File: src/design/via_map.svh
// constants of the vectored interrupt arbiter: counts, entry address, slot bytes, reset values
`ifndef VIA_MAP_SVH
`define VIA_MAP_SVH
`define VIA_SRC_COUNT 8
`define VIA_ACK_CYCLES 7
`define VIA_ENTRY_ADDR 15'h00ff
`define VIA_BLOCK_LAST 8'hff
`define VIA_SLOT_TRAP 8'hfe
`define VIA_SLOT_EXT 8'hfa
`define VIA_SLOT_T0 8'hf8
`define VIA_SLOT_T1A 8'hf6
`define VIA_SLOT_T1B 8'hf4
`define VIA_SLOT_SERIAL 8'hf2
`define VIA_SLOT_T2A 8'hea
`define VIA_SLOT_T2B 8'he8
`define VIA_SLOT_WAKE 8'he2
`define VIA_SLOT_DEFAULT 8'he0
`define VIA_RST_FLAG 1'b0
`define VIA_RST_GIE 1'b0
`endif

File: src/design/via_pkg.sv
// types shared by the vectored interrupt arbiter files
package via_pkg;
   typedef logic [14:0] via_addr_t;
   typedef logic [7:0] via_byte_t;
   typedef enum logic [1:0] {st_idle, st_ack, st_vis_hi, st_vis_lo} via_state_e;
endpackage

File: src/design/via_flag_cell.sv
// one maskable source: its pending flag and its enable bit
`timescale 1ns/1ps
`include "via_map.svh"
module via_flag_cell (
   input wire logic i_core_clk,
   input wire logic i_rst_b,
   input wire logic i_ce,
   input wire logic i_evt,
   input wire logic i_pend_wr,
   input wire logic i_pend_data,
   input wire logic i_en_wr,
   input wire logic i_en_data,
   output logic o_pend,
   output logic o_enable
);
   // the event strobe beats a software clear in the same cycle, so no event is lost
   always_ff @(posedge i_core_clk)
   begin
      if (!i_rst_b)
         o_pend <= `VIA_RST_FLAG;
      else if (i_ce)
      begin
         if (i_evt)
            o_pend <= 1'b1;
         else if (i_pend_wr)
            o_pend <= i_pend_data;
      end
   end

   // enable bit, written by software only
   always_ff @(posedge i_core_clk)
   begin
      if (!i_rst_b)
         o_enable <= `VIA_RST_FLAG;
      else if (i_ce && i_en_wr)
         o_enable <= i_en_data;
   end

   a_pend_sets:
   assert property (@(posedge i_core_clk) disable iff (!i_rst_b)
      i_ce && i_evt |=> o_pend)
      else $error("pending flag not set by event");

   a_zero_clears:
   assert property (@(posedge i_core_clk) disable iff (!i_rst_b)
      i_ce && i_pend_wr && !i_pend_data && !i_evt |=> !o_pend)
      else $error("pending flag not cleared by zero write");
endmodule

File: src/design/via_rank_encoder.sv
// fixed-rank encoder: highest active source to its vector slot byte
`timescale 1ns/1ps
`include "via_map.svh"
module via_rank_encoder #(
   parameter int SRC_COUNT = `VIA_SRC_COUNT
) (
   input wire logic [SRC_COUNT-1:0] i_active,
   input wire logic i_trap,
   output via_pkg::via_byte_t o_slot
);
   import via_pkg::*;

   // slot of each maskable source, index 0 ranked highest
   localparam via_byte_t SLOT [0:7] = '{`VIA_SLOT_EXT, `VIA_SLOT_T0, `VIA_SLOT_T1A,
      `VIA_SLOT_T1B, `VIA_SLOT_SERIAL, `VIA_SLOT_T2A, `VIA_SLOT_T2B, `VIA_SLOT_WAKE};

   // scan from lowest rank upward so the highest active one is written last
   always_comb
   begin
      o_slot = `VIA_SLOT_DEFAULT;
      for (int i = SRC_COUNT - 1; i >= 0; i--)
      begin
         if (i_active[i])
            o_slot = SLOT[i];
      end
      if (i_trap)
         o_slot = `VIA_SLOT_TRAP;
   end
endmodule

File: src/design/via_arbiter.sv
// top of the vectored interrupt arbiter: flags, gating, acknowledge and vector select
`timescale 1ns/1ps
`include "via_map.svh"
////////////////////////////////////////////////////////////////////////////////
////////////////////////////////////////////////////////////////////////////////
module via_arbiter #(
   parameter int SRC_COUNT = `VIA_SRC_COUNT,
   parameter int ACK_CYCLES = `VIA_ACK_CYCLES
) (
   input wire logic i_core_clk,
   input wire logic i_rst_b,
   input wire logic i_ce,
   input wire logic [SRC_COUNT-1:0] i_evt,
   input wire logic i_pend_wr,
   input wire logic [SRC_COUNT-1:0] i_pend_data,
   input wire logic i_en_wr,
   input wire logic [SRC_COUNT-1:0] i_en_data,
   input wire logic i_gie_wr,
   input wire logic i_gie_data,
   input wire logic i_trap,
   input wire logic i_clr_trap,
   input wire logic i_instr_start,
   input wire logic i_skip_next,
   input wire via_pkg::via_addr_t i_ret_addr,
   input wire logic i_return_from_service,
   input wire via_pkg::via_addr_t i_pop_addr,
   input wire logic i_vis_start,
   input wire via_pkg::via_addr_t i_vis_pc,
   input wire logic i_rom_valid,
   input wire via_pkg::via_byte_t i_rom_byte,
   output logic [SRC_COUNT-1:0] o_pending,
   output logic [SRC_COUNT-1:0] o_enable,
   output logic o_gie,
   output logic o_trap_pending,
   output logic o_ack_busy,
   output logic o_push_valid,
   output via_pkg::via_addr_t o_push_addr,
   output logic o_pc_load,
   output via_pkg::via_addr_t o_pc_value,
   output logic o_vis_load,
   output via_pkg::via_addr_t o_vis_addr
);
   import via_pkg::*;
   localparam logic [3:0] ACK_LAST = 4'(ACK_CYCLES);
   via_state_e state;
   via_state_e next_state;
   logic [3:0] ack_cnt;
   logic [3:0] next_ack_cnt;
   logic trap_owed;
   logic [SRC_COUNT-1:0] active;
   logic boundary;
   logic take_trap;
   logic take_mask;
   logic take;
   logic vis_go;
   via_byte_t enc_slot;
   logic [6:0] vis_block;
   logic [6:0] vec_hi;
   ////////////////////////////////////////////////////////////////////////////
   // per-source flags; one cell each keeps the set-over-clear behaviour local
   for (genvar g = 0; g < SRC_COUNT; g++)
   begin : g_src
      via_flag_cell u_cell (
         .i_core_clk(i_core_clk),
         .i_rst_b(i_rst_b),
         .i_ce(i_ce),
         .i_evt(i_evt[g]),
         .i_pend_wr(i_pend_wr),
         .i_pend_data(i_pend_data[g]),
         .i_en_wr(i_en_wr),
         .i_en_data(i_en_data[g]),
         .o_pend(o_pending[g]),
         .o_enable(o_enable[g])
      );
   end

   ////////////////////////////////////////////////////////////////////////////
   // request gating
   // a source is active once both its bits are set, whatever order they came in
   assign active = o_enable & o_pending;

   // only a normally executed instruction opens a window; a skipped one is stepped over
   assign boundary = i_ce && i_instr_start && !i_skip_next && (state == st_idle);

   // the trap is not maskable and wins over every maskable request
   assign take_trap = boundary && trap_owed;

   // maskable requests wait while the trap pending flag shows a trap in service
   assign take_mask = boundary && !trap_owed && (|active) && o_gie && !o_trap_pending;
   assign take = take_trap || take_mask;
   // vector select is served only when no acknowledge is starting
   assign vis_go = i_ce && i_vis_start && (state == st_idle) && !take;

   ////////////////////////////////////////////////////////////////////////////
   // rank encoder for the vector-select instruction
   via_rank_encoder #(
      .SRC_COUNT(SRC_COUNT)
   ) u_rank (
      .i_active(active),
      .i_trap(o_trap_pending),
      .o_slot(enc_slot)
   );
   // table block: that of the instruction, or the next one when it sits on the last byte
   assign vis_block = (i_vis_pc[7:0] == `VIA_BLOCK_LAST) ? (i_vis_pc[14:8] + 7'h01)
                                                          : i_vis_pc[14:8];

   ////////////////////////////////////////////////////////////////////////////
   // trap flags
   // the visible flag marks a trap in service; only the clear instruction drops it
   always_ff @(posedge i_core_clk)
   begin
      if (!i_rst_b)
         o_trap_pending <= `VIA_RST_FLAG;
      else if (i_ce)
      begin
         if (i_trap)
            o_trap_pending <= 1'b1;
         else if (i_clr_trap)
            o_trap_pending <= 1'b0;
      end
   end

   // a trap still owes its acknowledge until the next boundary takes it
   always_ff @(posedge i_core_clk)
   begin
      if (!i_rst_b)
         trap_owed <= 1'b0;
      else if (i_ce)
      begin
         if (i_trap)
            trap_owed <= 1'b1;
         else if (take_trap)
            trap_owed <= 1'b0;
      end
   end

   ////////////////////////////////////////////////////////////////////////////
   // global enable: acknowledge clears it ahead of return and software writes
   always_ff @(posedge i_core_clk)
   begin
      if (!i_rst_b)
         o_gie <= `VIA_RST_GIE;
      else if (i_ce)
      begin
         if (take)
            o_gie <= 1'b0;
         else if (i_return_from_service)
            o_gie <= 1'b1;
         else if (i_gie_wr)
            o_gie <= i_gie_data;
      end
   end

   ////////////////////////////////////////////////////////////////////////////
   // sequencer state
   always_comb
   begin
      next_state = state;
      next_ack_cnt = ack_cnt;
      unique case (state)
         st_idle:
         begin
            if (take)
            begin
               next_state = st_ack;
               next_ack_cnt = 4'h1;
            end
            else if (vis_go)
               next_state = st_vis_hi;
         end
         st_ack:
         begin
            if (ack_cnt == ACK_LAST)
            begin
               next_state = st_idle;
               next_ack_cnt = 4'h0;
            end
            else
               next_ack_cnt = ack_cnt + 4'h1;
         end
         st_vis_hi:
         begin
            if (i_rom_valid)
               next_state = st_vis_lo;
         end
         st_vis_lo:
         begin
            if (i_rom_valid)
               next_state = st_idle;
         end
      endcase
   end

   // state and counter freeze together with the clock enable
   always_ff @(posedge i_core_clk)
   begin
      if (!i_rst_b)
      begin
         state <= st_idle;
         ack_cnt <= 4'h0;
      end
      else if (i_ce)
      begin
         state <= next_state;
         ack_cnt <= next_ack_cnt;
      end
   end

   // busy covers the whole acknowledge so the core holds off fetching
   always_ff @(posedge i_core_clk)
   begin
      if (!i_rst_b)
         o_ack_busy <= 1'b0;
      else if (i_ce)
         o_ack_busy <= (next_state == st_ack);
   end

   ////////////////////////////////////////////////////////////////////////////
   // return address push, a single pulse in the first acknowledge cycle
   always_ff @(posedge i_core_clk)
   begin
      if (!i_rst_b)
      begin
         o_push_valid <= 1'b0;
         o_push_addr <= 15'h0000;
      end
      else if (i_ce)
      begin
         o_push_valid <= take;
         if (take)
            o_push_addr <= i_ret_addr;
      end
   end

   ////////////////////////////////////////////////////////////////////////////
   // program counter loads: entry point, vector target, popped return address
   always_ff @(posedge i_core_clk)
   begin
      if (!i_rst_b)
      begin
         o_pc_load <= 1'b0;
         o_pc_value <= 15'h0000;
      end
      else if (i_ce)
      begin
         o_pc_load <= 1'b0;
         if (state == st_ack && ack_cnt == ACK_LAST - 4'h1)
         begin
            o_pc_load <= 1'b1;
            o_pc_value <= `VIA_ENTRY_ADDR;
         end
         else if (state == st_vis_lo && i_rom_valid)
         begin
            o_pc_load <= 1'b1;
            o_pc_value <= {vec_hi, i_rom_byte};
         end
         else if (state == st_idle && !take && i_return_from_service)
         begin
            o_pc_load <= 1'b1;
            o_pc_value <= i_pop_addr;
         end
      end
   end

   ////////////////////////////////////////////////////////////////////////////
   // vector-select: the rank is sampled only in the instruction's first cycle
   always_ff @(posedge i_core_clk)
   begin
      if (!i_rst_b)
      begin
         o_vis_load <= 1'b0;
         o_vis_addr <= 15'h0000;
      end
      else if (i_ce)
      begin
         o_vis_load <= vis_go;
         if (vis_go)
            o_vis_addr <= {vis_block, enc_slot};
      end
   end

   // high vector byte arrives first; bit 7 is dropped since the space is 15 bits
   always_ff @(posedge i_core_clk)
   begin
      if (!i_rst_b)
         vec_hi <= 7'h00;
      else if (i_ce && state == st_vis_hi && i_rom_valid)
         vec_hi <= i_rom_byte[6:0];
   end

   ////////////////////////////////////////////////////////////////////////////
   // checks
   a_reset_clear:
   assert property (@(posedge i_core_clk) disable iff (!i_rst_b)
      $rose(i_rst_b) |-> !o_gie && o_pending == '0 && o_enable == '0 && !o_trap_pending)
      else $error("flags not cleared by reset");

   a_mask_gate:
   assert property (@(posedge i_core_clk) disable iff (!i_rst_b)
      $rose(o_ack_busy) && !$past(trap_owed) |-> $past(o_gie) && !$past(o_trap_pending) && (|$past(active)))
      else $error("maskable request taken without all conditions");

   a_entry_seven:
   assert property (@(posedge i_core_clk) disable iff (!i_rst_b)
      take ##1 i_ce [*6] |=> o_pc_load && o_pc_value == `VIA_ENTRY_ADDR && o_ack_busy && $past(o_ack_busy, 6))
      else $error("entry load not in seventh acknowledge cycle");

   a_push_gie:
   assert property (@(posedge i_core_clk) disable iff (!i_rst_b)
      take |=> o_push_valid && !o_gie && o_push_addr == $past(i_ret_addr))
      else $error("acknowledge did not push or clear global enable");

   a_boundary_only:
   assert property (@(posedge i_core_clk) disable iff (!i_rst_b)
      $rose(o_ack_busy) |-> $past(i_instr_start) && !$past(i_skip_next))
      else $error("acknowledge started off an instruction boundary");

   a_trap_slot:
   assert property (@(posedge i_core_clk) disable iff (!i_rst_b)
      vis_go && o_trap_pending |=> o_vis_load && o_vis_addr[7:0] == `VIA_SLOT_TRAP)
      else $error("trap did not select the top slot");

   a_default_slot:
   assert property (@(posedge i_core_clk) disable iff (!i_rst_b)
      vis_go && !o_trap_pending && (o_enable & o_pending) == '0 |=> o_vis_addr[7:0] == `VIA_SLOT_DEFAULT)
      else $error("idle vector select missed the default slot");

   a_vis_block:
   assert property (@(posedge i_core_clk) disable iff (!i_rst_b)
      vis_go |=> o_vis_addr[14:8] == ($past(i_vis_pc[7:0]) == `VIA_BLOCK_LAST ?
                 7'($past(i_vis_pc[14:8]) + 7'h01) : $past(i_vis_pc[14:8])))
      else $error("vector table block wrong");

   a_return_from_service_gie:
   assert property (@(posedge i_core_clk) disable iff (!i_rst_b)
      i_ce && i_return_from_service && !take |=> o_gie)
      else $error("return did not set global enable");

   a_vec_pair:
   assert property (@(posedge i_core_clk) disable iff (!i_rst_b)
      i_ce && state == st_vis_lo && i_rom_valid |=> o_pc_load && o_pc_value[7:0] == $past(i_rom_byte))
      else $error("vector low byte not loaded");
endmodule

File: config.mk
export PLATFORM = sky130hd
export DESIGN_NAME = via_arbiter
export DESIGN_NICKNAME = d
export VERILOG_FILES = /design/src/design/via_pkg.sv /design/src/design/via_flag_cell.sv /design/src/design/via_rank_encoder.sv /design/src/design/via_arbiter.sv
export VERILOG_INCLUDE_DIRS = /design/src /design/src/design
export SDC_FILE = /design/constraint.sdc
export NUM_CORES = 1
export LEC_CHECK = 0
export BUFFER_PORTS_ARGS = -buffer_cell sky130_fd_sc_hd__buf_2
export CAP_MARGIN = 20
export CORE_MARGIN = 4
export CORE_UTILIZATION = 43
export CTS_BUF_LIST = sky130_fd_sc_hd__clkbuf_16
export DETAILED_ROUTE_END_ITERATION = 8
export GPL_TIMING_DRIVEN = 0
export PLACE_DENSITY = 0.85
export REMOVE_ABC_BUFFERS = 1
export SLEW_MARGIN = 20
export SYNTH_ARGS = -nofsm -noshare
export SYNTH_HDL_FRONTEND = slang
export SYNTH_SLANG_ARGS = --single-unit
File: constraint.sdc
create_clock -name i_core_clk -period 1.84 [get_ports i_core_clk]
set_input_delay 0.184 -clock i_core_clk [delete_from_list [all_inputs] [get_ports i_core_clk]]
set_output_delay 0.184 -clock i_core_clk [all_outputs]
set_load 0.05 [all_outputs]
### Word-level counts from Yosys, hierarchy flattened

Index checks and enable logic that the tools add are counted.

* output and inout bits: 67
* logic and storage cells: 141
* register bits: 81
* bits of input ports: 91

* reduce and logical (&&, ||, !) cells: 53
* bitwise gates (word level): 1
* multiplexer cells: 48
* equal/unequal tests: 8
* $add $sub $neg: 2

Operators by type and width (count)
* 15-bit 2-to-1 mux: 3
* 5-bit 2-to-1 mux: 6
* 2-bit AND reduction: 14
* 1-bit 2-to-1 mux: 26
* 2-bit nonzero test: 11
* 1-bit logical AND: 18
* 4-bit 2-to-1 mux: 4
* 2-bit 2-to-1 mux: 6
* 8-bit bitwise AND: 1
* 4-bit by 3-bit == test with 1-bit output (second input constant): 2
* 8-bit == test (second input constant): 1
* 2-bit case mux with 4 select lines: 1
* 4-bit case mux with 2 select lines: 1
* 8-bit OR reduction: 1
* 7-bit by 1-bit adder with 7-bit output (second input constant): 1
* 7-bit 2-to-1 mux: 1
* 3-bit nonzero test: 2
* 4-bit by 1-bit adder with 4-bit output (second input constant): 1
* 2-bit by 1-bit == test with 1-bit output (second input constant): 2
* 2-bit == test (second input constant): 2
* 1-bit logical NOT: 4
* 3-bit AND reduction: 1
* 2-bit logical NOT: 1
* 2-bit != test (second input constant): 1
* 1-bit logical OR: 1

### Logic depth before layout (Yosys ltp)

Gate-level depths: netlist of the first run.

* word-level depth: 14
* gate-level depth with buffers: 8
* depth with buffers taken out: 7

### Hierarchy

A second synthesis of the first run with hierarchy kept.

* cells, all modules: 471
* area, all modules: 4026.4 um^2

By module, submodules not included
* via_arbiter: seq. area each 1301.2 um^2, cells each 388, area an instance 3190.6 um^2, instances 1
* via_flag_cell: seq. area each 40.0 um^2, cells each 8, area an instance 90.1 um^2, instances 8
* via_rank_encoder: seq. area each 0.0 um^2, cells each 19, area an instance 115.1 um^2, instances 1

### Worst setup path before layout of the first run

OpenSTA, ideal clock, no wires.

* path kind: register to register
* start point: register o_trap_pending
* end point: register o_pc_value[13]
* clock period less this slack: 1886 ps
* setup time: 114 ps
* stages on the path, launching flop included: 7
* arrival time: 1772 ps
* path slack: -46 ps
* required time: 1726 ps
* path through: dfxtp_1 -> nand2b_1 -> a32oi_1 -> a31o_4 -> and2_4 -> buf_6 -> a2bb2o_4

* cells in the longest elaborated chain, start to end: 8

RTL lines
* start: declaration: line via_arbiter.sv:34 `output logic o_trap_pending,`
* start signal: assignment: line via_arbiter.sv:113 `` o_trap_pending <= `VIA_RST_FLAG; ``
* 1-bit logical NOT: line via_arbiter.sv:89 `assign take_mask = boundary && !trap_owed && (|active) && o_gie && !o_trap_pending;`
* 1-bit logical AND: line via_arbiter.sv:89
* 1-bit logical OR: line via_arbiter.sv:90 `assign take = take_trap || take_mask;`
* 1-bit logical NOT: line via_arbiter.sv:257 `else if (state == st_idle && !take && i_return_from_service)`
* 1-bit logical AND (2 in series): line via_arbiter.sv:257
* 3-bit nonzero test (no line)
* 2-bit AND reduction (no line)
* end signal: assignment: line via_arbiter.sv:250 `` o_pc_value <= `VIA_ENTRY_ADDR; ``
* end signal: assignment: line via_arbiter.sv:255 `o_pc_value <= {vec_hi, i_rom_byte};`
* end signal: assignment: line via_arbiter.sv:260 `o_pc_value <= i_pop_addr;`
* end: declaration: line via_arbiter.sv:39 `output via_pkg::via_addr_t o_pc_value,`

Every way passes these cells.
A chain may end at the register's enable or synchronous reset.

### Final worst setup path of the first run

* start point: register ack_cnt[0]
* end point: register o_pc_value[13]

* cells in the longest elaborated chain, start to end: 4
* elaborated cells between the ends (all ways): 5

RTL lines
* start: declaration: line via_arbiter.sv:47 `logic [3:0] ack_cnt;`
* start signal: assignment: line via_arbiter.sv:205 `ack_cnt <= next_ack_cnt;`
* 4-bit by 3-bit == test with 1-bit output *: line via_arbiter.sv:247 `if (state == st_ack && ack_cnt == ACK_LAST - 4'h1)`
* 1-bit logical AND *: line via_arbiter.sv:247
* 3-bit nonzero test (no line)
* 2-bit AND reduction (no line)

Every way passes the cells marked *; elsewhere a longest branch is shown, timed or not.

==> impl_results.md, run 1 <==
* Top Usage Layer GRT: met2
* Skew final at 0.0106 ns
* HP Class: input pin to register
* Post-synthesis sequential area ratio at 42.8%
* Met1 Track Usage GR at around a quarter
* Ys flop type: dfxtp_1
* Seq cells post-synth at 78
* Clock Path Buffers at 2
* Nature of the critical path endpoint: register
* Post-layout util at 59.3%
* Max VDD drop at 0.000392 V
* Top post-synthesis cells by area: dfxtp_1, nand2_1, a21oi_1
* Crit Path Max Fanout at 8
* Num ports at 158
* Critical Path AT at 2.09 ns
* Total power at 4.68 mW
* Max cap viols at 0
* Htree depth at 3
* Violations in the final reports: setup timing
* Vias in the first global route at 3589
* WHS at 0.0874 ns
* Die Area at 10000 µm²
* Count of different cell masters after synthesis at 58
* Setup violators final at 1
* GR Util met3 at under 10%
* Die Y at 100 µm
* Final ANT Viol Nets at 0
* Synthesis-to-finish area growth at 33.6%
* Worst Setup Path Type: register to register
* Vias at 3722
* Synth warn at 0
* Initial drt markers at between 150 and 200
* Fin Setup TNS at -0.0251 ns
* Count of final hold-check violations at 0
* Final net count at 672
* Cell type with the highest aggregate area in the netlist: dfxtp_1
* CTS Hold Buffers Added at 0
* Clock-pin slew on the worst setup and hold paths at 0.06 ns
* Mean post-synth cell area at 8.25 µm²
* Pwr dens at 960 nW/µm²
* Routed Wire Length at 10.6 mm
* Ant. Diodes at 0
* Die width at 100 µm
* Outcome: finished, violations left
* First-pass GRT wire length at between 15 and 20 mm
* Post-synth EDFFs at 0
* GRT Total Usage at between 20 and 25%
* Global route total overflow at 0
* Antenna violations before repair at 0
* Worst setup SP type: register
* Routed len/inst at 15.4 µm
* Syn Inst Count at between 400 and 500
* Number of buffers created by CTS at 9
* Number of remaining DRC errors at 0
* Synth Cell Area at 3640 µm²
* Input/output buffers at 156
* Minimum clock period at 1.87 ns
* CTS tree: built
* Layout cells sized above 1 at 38.1%
* Initial core utilization at between 40% and 50%
* Post-detail-place hpwl at 7.26 mm
* Floorplan row count at 33
* Root Buffer: clkbuf_16
* Relative slew slack at 52.1%
* Achievable Freq at 536 MHz
* Worst slew pin tran at 0.715 ns
* Fraction of registers with async set/reset at 0%
* Post-synth top area share at between 40% and 50%
* Final worst slack at -0.0251 ns
* Largest net degree at the start of global routing at 60
* Slew Limit Fails at 0
* Core footprint at roughly 8000 µm²
* Final worst-path cycle share at 101%
* RSZ-0062 raised after global routing: true
* Routed vias/inst at approximately 5.4
* Leakage at roughly 2.2 nW
* CP required at 2.06 ns
* Final GP Congestion at 0.851
* Met2 Resource Use GR at 36.2%
* Worst-Skew Late Latency at 0.33 ns
* First-pass DRT Iterations at 4
* Clock Sinks at just under 80
critical path, stage by stage (launching register included):
cell and delay [ns]:
dfxtp_1 0.39, inv_1 0.08, ha_1 0.20, nor4bb_4 0.16
o21ai_0 0.30, a31o_4 0.25, buf_4 0.16, a2bb2o_4 0.21
worst paths after layout:
path | startpoint | end | slack [ns] | depth (start not counted)
max | ack_cnt[0] | o_pc_value[13] | -0.03 | 7
min | i_ret_addr[4] | o_push_addr[4] | 0.09 | 3
max reg2reg | ack_cnt[0] | o_pc_value[13] | -0.03 | 7
min reg2reg | o_pc_value[12] | o_pc_value[12] | 0.46 | 1
metal layers:
| metal | vias to the layer above | share of wire (%) |
|---|---|---|
| li1 | 1824 | - |
| met1 | 1739 | 39 |
| met2 | 140 | 52 |
| met3 | 19 | 7.4 |
| met4 | 0 | 1.7 |
| met5 | - | 0 |
cell type report:
class                           instances  area (µm²)
Fill cell                             732        3350
Multi-Input combinational cell        292        1850
Sequential cell                        78        1570
Timing Repair Buffer                  165         871
Clock buffer                            9         225
Tap cell                              105         131
Inverter                               31         120
Clock inverter                          7        88.8
Timing Repair inverter                  1        5.00
per-stage QoR:
step,cell area [µm²],instances,setup slack (ns)
finish,4870,688,-0.0251
global route,4870,688,-0.0752
global placement,4290,659,-0.806
detailed placement,4290,659,-0.904
floorplan,3380,398,-0.542
CTS,4710,683,0.00927
report_power, final:
part	switching, mW	total [mW]	leakage (nW)	internal (mW)
combinational	0.644	0.943	1.42	0.299
sequential	0.0762	1.86	0.641	1.79
clock	0.689	1.87	0.159	1.18
total	1.41	4.68	2.22	3.27
flip-flops by register name, summed over array words and instances (netlist names), 2 cells and up:
signal and flops:
ack_cnt 4, g_src.u_cell.o_enable 8, g_src.u_cell.o_pend 8, o_pc_value 15, o_push_addr 15, o_vis_addr 12
state 2, vec_hi 7
placed cells by master, fill, tap and decap left out, drive strengths merged, types with 3 or more instances in the layout:
cell       n
buf      165
dfxtp     78
nand2     67
a21oi     38
o21ai     38
nand3     32
inv       29
nor2      16
clkbuf     9
a221oi     8
o31ai      8
mux2       7
a31oi      6
o2bb2ai    6
clkinv     6
xnor2      5
nand4      4
a211oi     4
and3       4
nor2b      3
nor3       3
ha         3
o311a      3
and2       3
kinds of logic (layout without fill, tap and decap cells):
group | after synthesis | count (layout) | synth area share (%)
simple gates | 144 | 144 | 19.0
buf+inv | 75 | 213 | 10.6
compound gates | 126 | 129 | 22.3
fa+ha+maj | 3 | 3 | 1.03
other cells | 1 | 1 | 0.103
xor+xnor | 7 | 7 | 1.68
mux | 8 | 8 | 2.44
flops | 78 | 78 | 42.8
Yosys cell counts, types with 5 or more instances:
cell type and n:
o31ai_1 8, o21ai_0 37, mux2_2 7, buf_2 7, nor2_1 16, xnor2_1 5
inv_1 30, clkbuf_1 13, a21oi_1 38, a31oi_1 6, nand2_1 67, a221oi_1 8
nand3_1 32, dfxtp_1 78, buf_4 21, o2bb2ai_1 6
timing repair:
action                     CTS  global route
pin swaps                    5            14
setup endpoints to repair   53            49
gates cloned                 2             2
setup buffers                6             3
resized for setup           10            24
Note: power is estimated with default switching activity, not from simulation.
==> run 2, diff against run 1 <==
- PLACE_DENSITY: 0.85 -> 0.76
==> impl_results.md, run 2 (synthesis results as in run 1) <==
* Outcome: finished clean
* Setup WS pre-CTS at -0.896 ns
* Vias at approximately 3600
* Vias in the first global route at about 3500
* Crit Path Max Fanout at 8
* Fin Setup TNS at 0 ns
* Switching share of power at 30.7%
* Number of remaining DRC errors at 0
* Clock-pin slew on the worst setup and hold paths at roughly 0.060 ns
* Clock Sinks at 78
* Critical Path AT at roughly 2.0 ns
* Nature of the critical path endpoint: register
* Number of buffers created by CTS at 9
* GRT Total Usage at 19.8%
* Synthesis-to-finish area growth at 32.8%
* Worst slew pin tran at 0.641 ns
* HP Class: input pin to register
* Num ports at roughly 160
* Achievable Freq at roughly 560 MHz
* Sequential share of power at 41.4%
* Leakage at 2.21 nW
* Die width at 100 µm
* Antenna violations before repair at 1
* Skew final at ~0.0047 ns
* Die Y at 100 µm
* Commonest non-fill, non-tap cell in the layout: buf_2
* Initial core utilization at 44.4%
* Final worst-path cycle share at 97.2%
* CP required at between 2 and 2.5 ns
* Dpl cells at ~660
* Routed vias/inst at 5.30
* Clock Path Buffers at 2
* Layout cells sized above 1 at 38.6%
* Pwr dens at 933 nW/µm²
* First-pass DRT Iterations at 5
* Max VDD drop at 0.000572 V
* Root Buffer: clkbuf_16
* Final net count at 672
* Floorplan row count at 33
* Worst-Skew Late Latency at ~0.33 ns
* Largest net degree at the start of global routing at 60
* Post-layout util at between 50 and 60%
* Total power at 4.52 mW
* Count of final hold-check violations at 0
* Max cap viols at 0
* First-pass GRT wire length at between 15 and 20 mm
* Die Area at ~10000 µm²
* Routed len/inst at 15.2 µm
* Internal at 3.13 mW
* Relative slew slack at between 50% and 60%
* Minimum clock period at 1.79 ns
* Post-detail-place hpwl at 7.16 mm
* Global route total overflow at 0
* Final std cells w/o fill at between 600 and 700
* Worst setup SP type: register
* Routed Wire Length at ~10 mm
* Ant. Diodes at 0
* RSZ-0062 raised after global routing: true
* Input/output buffers at approximately 160
* CTS tree: built
* Setup violators final at 0
* Clock power frac at 37.8%
* Final ANT Viol Nets at 0
* Core footprint at 8220 µm²
* Largest regs: o_pc_value: 15 flops, o_push_addr: 15 flops, o_vis_addr: 12 flops
* Htree depth at 3
* Final GP Congestion at 0.819
* Most frequent cells in the layout: buf_2, dfxtp_1, nand2_1
* Slew Limit Fails at 0
* CTS Hold Buffers Added at 0
* Initial drt markers at 228
* Final worst slack at just over 0.05 ns
* Comb power frac at 20.8%
* Worst Setup Path Type: register to register
* Switch Pwr at around 1.4 mW
[run 2: cell types whose count changed in the layout (fill, tap and decap cells not counted), sizes merged]
cell / delta
buf: +1
bufinv: -1
clkinvlp: +1
o311a: -1
[run 2: final cells by class]
| class | count | area [µm²] |
|---|---|---|
| sequential | 78 | 1580 |
| multi-input combinational | 291 | 1830 |
| tap | 105 | 131 |
| timing repair inverter | 1 | 5.00 |
| fill | 737 | 3380 |
| clock buffer | 9 | 225 |
| inverter | 31 | 120 |
| clock inverter | 7 | 65.1 |
| timing repair buffer | 166 | 883 |
[run 2: power groups by stage]
| stage | clock network (mW) | registers (mW) | logic (mW) |
|---|---|---|---|
| 2_1_floorplan | 0 | 2.20 | 0.250 |
| 3_3_place_gp | 0 | 1.89 | 0.841 |
| 3_5_place_dp | 0 | 1.90 | 0.856 |
| 4_1_cts | 1.76 | 1.86 | 0.899 |
| 5_1_grt | 1.85 | 1.88 | 1.01 |
| 6_report | 1.71 | 1.87 | 0.940 |
[run 2: stage by stage]
| step | instance area, µm² | hold WS (ns) |
|---|---|---|
| after detailed placement | 4290 | 0.436 |
| after floorplan | 3380 | 0.313 |
| after global placement | 4290 | 0.430 |
| after global routing | 4840 | 0.0975 |
| final | 4840 | 0.0945 |
| after CTS | 4720 | 0.0864 |
[run 2: critical path, stage by stage (launching register included)]
cell and delay, ns:
dfxtp_4 0.35, a222oi_1 0.32, buf_4 0.19, nand4_1 0.10
a31o_4 0.30, buf_12 0.15, a221oi_2 0.28
[run 2: path summary, 6_finish.rpt]
| path | startpoint | endpoint | slack (ns) | cells past startpoint |
|---|---|---|---|---|
| max | g_src[3].u_cell.o_enable | o_pc_value[0] | 0.05 | 6 |
| max reg2reg | g_src[3].u_cell.o_enable | o_pc_value[0] | 0.05 | 6 |
| min reg2reg | o_pc_load | o_pc_load | 0.46 | 2 |
| min | i_ret_addr[10] | o_push_addr[10] | 0.09 | 3 |
[run 2: timing repair]
item | CTS | global route
setup buffers | 6 | 4
pin swaps | 5 | 3
gates cloned | 3 | 0
endpoints found under the setup margin | 52 | 45
resized for setup | 11 | 25
[run 2: per-layer routing]
metal  routed length, µm  track usage [%]  up-vias
met1                4110             23.6     1684
met2                5380             34.3      126
li1                    -                -     1818
met3                 842             6.32       14
met5                  19                0        -
met4                 116             5.39        2
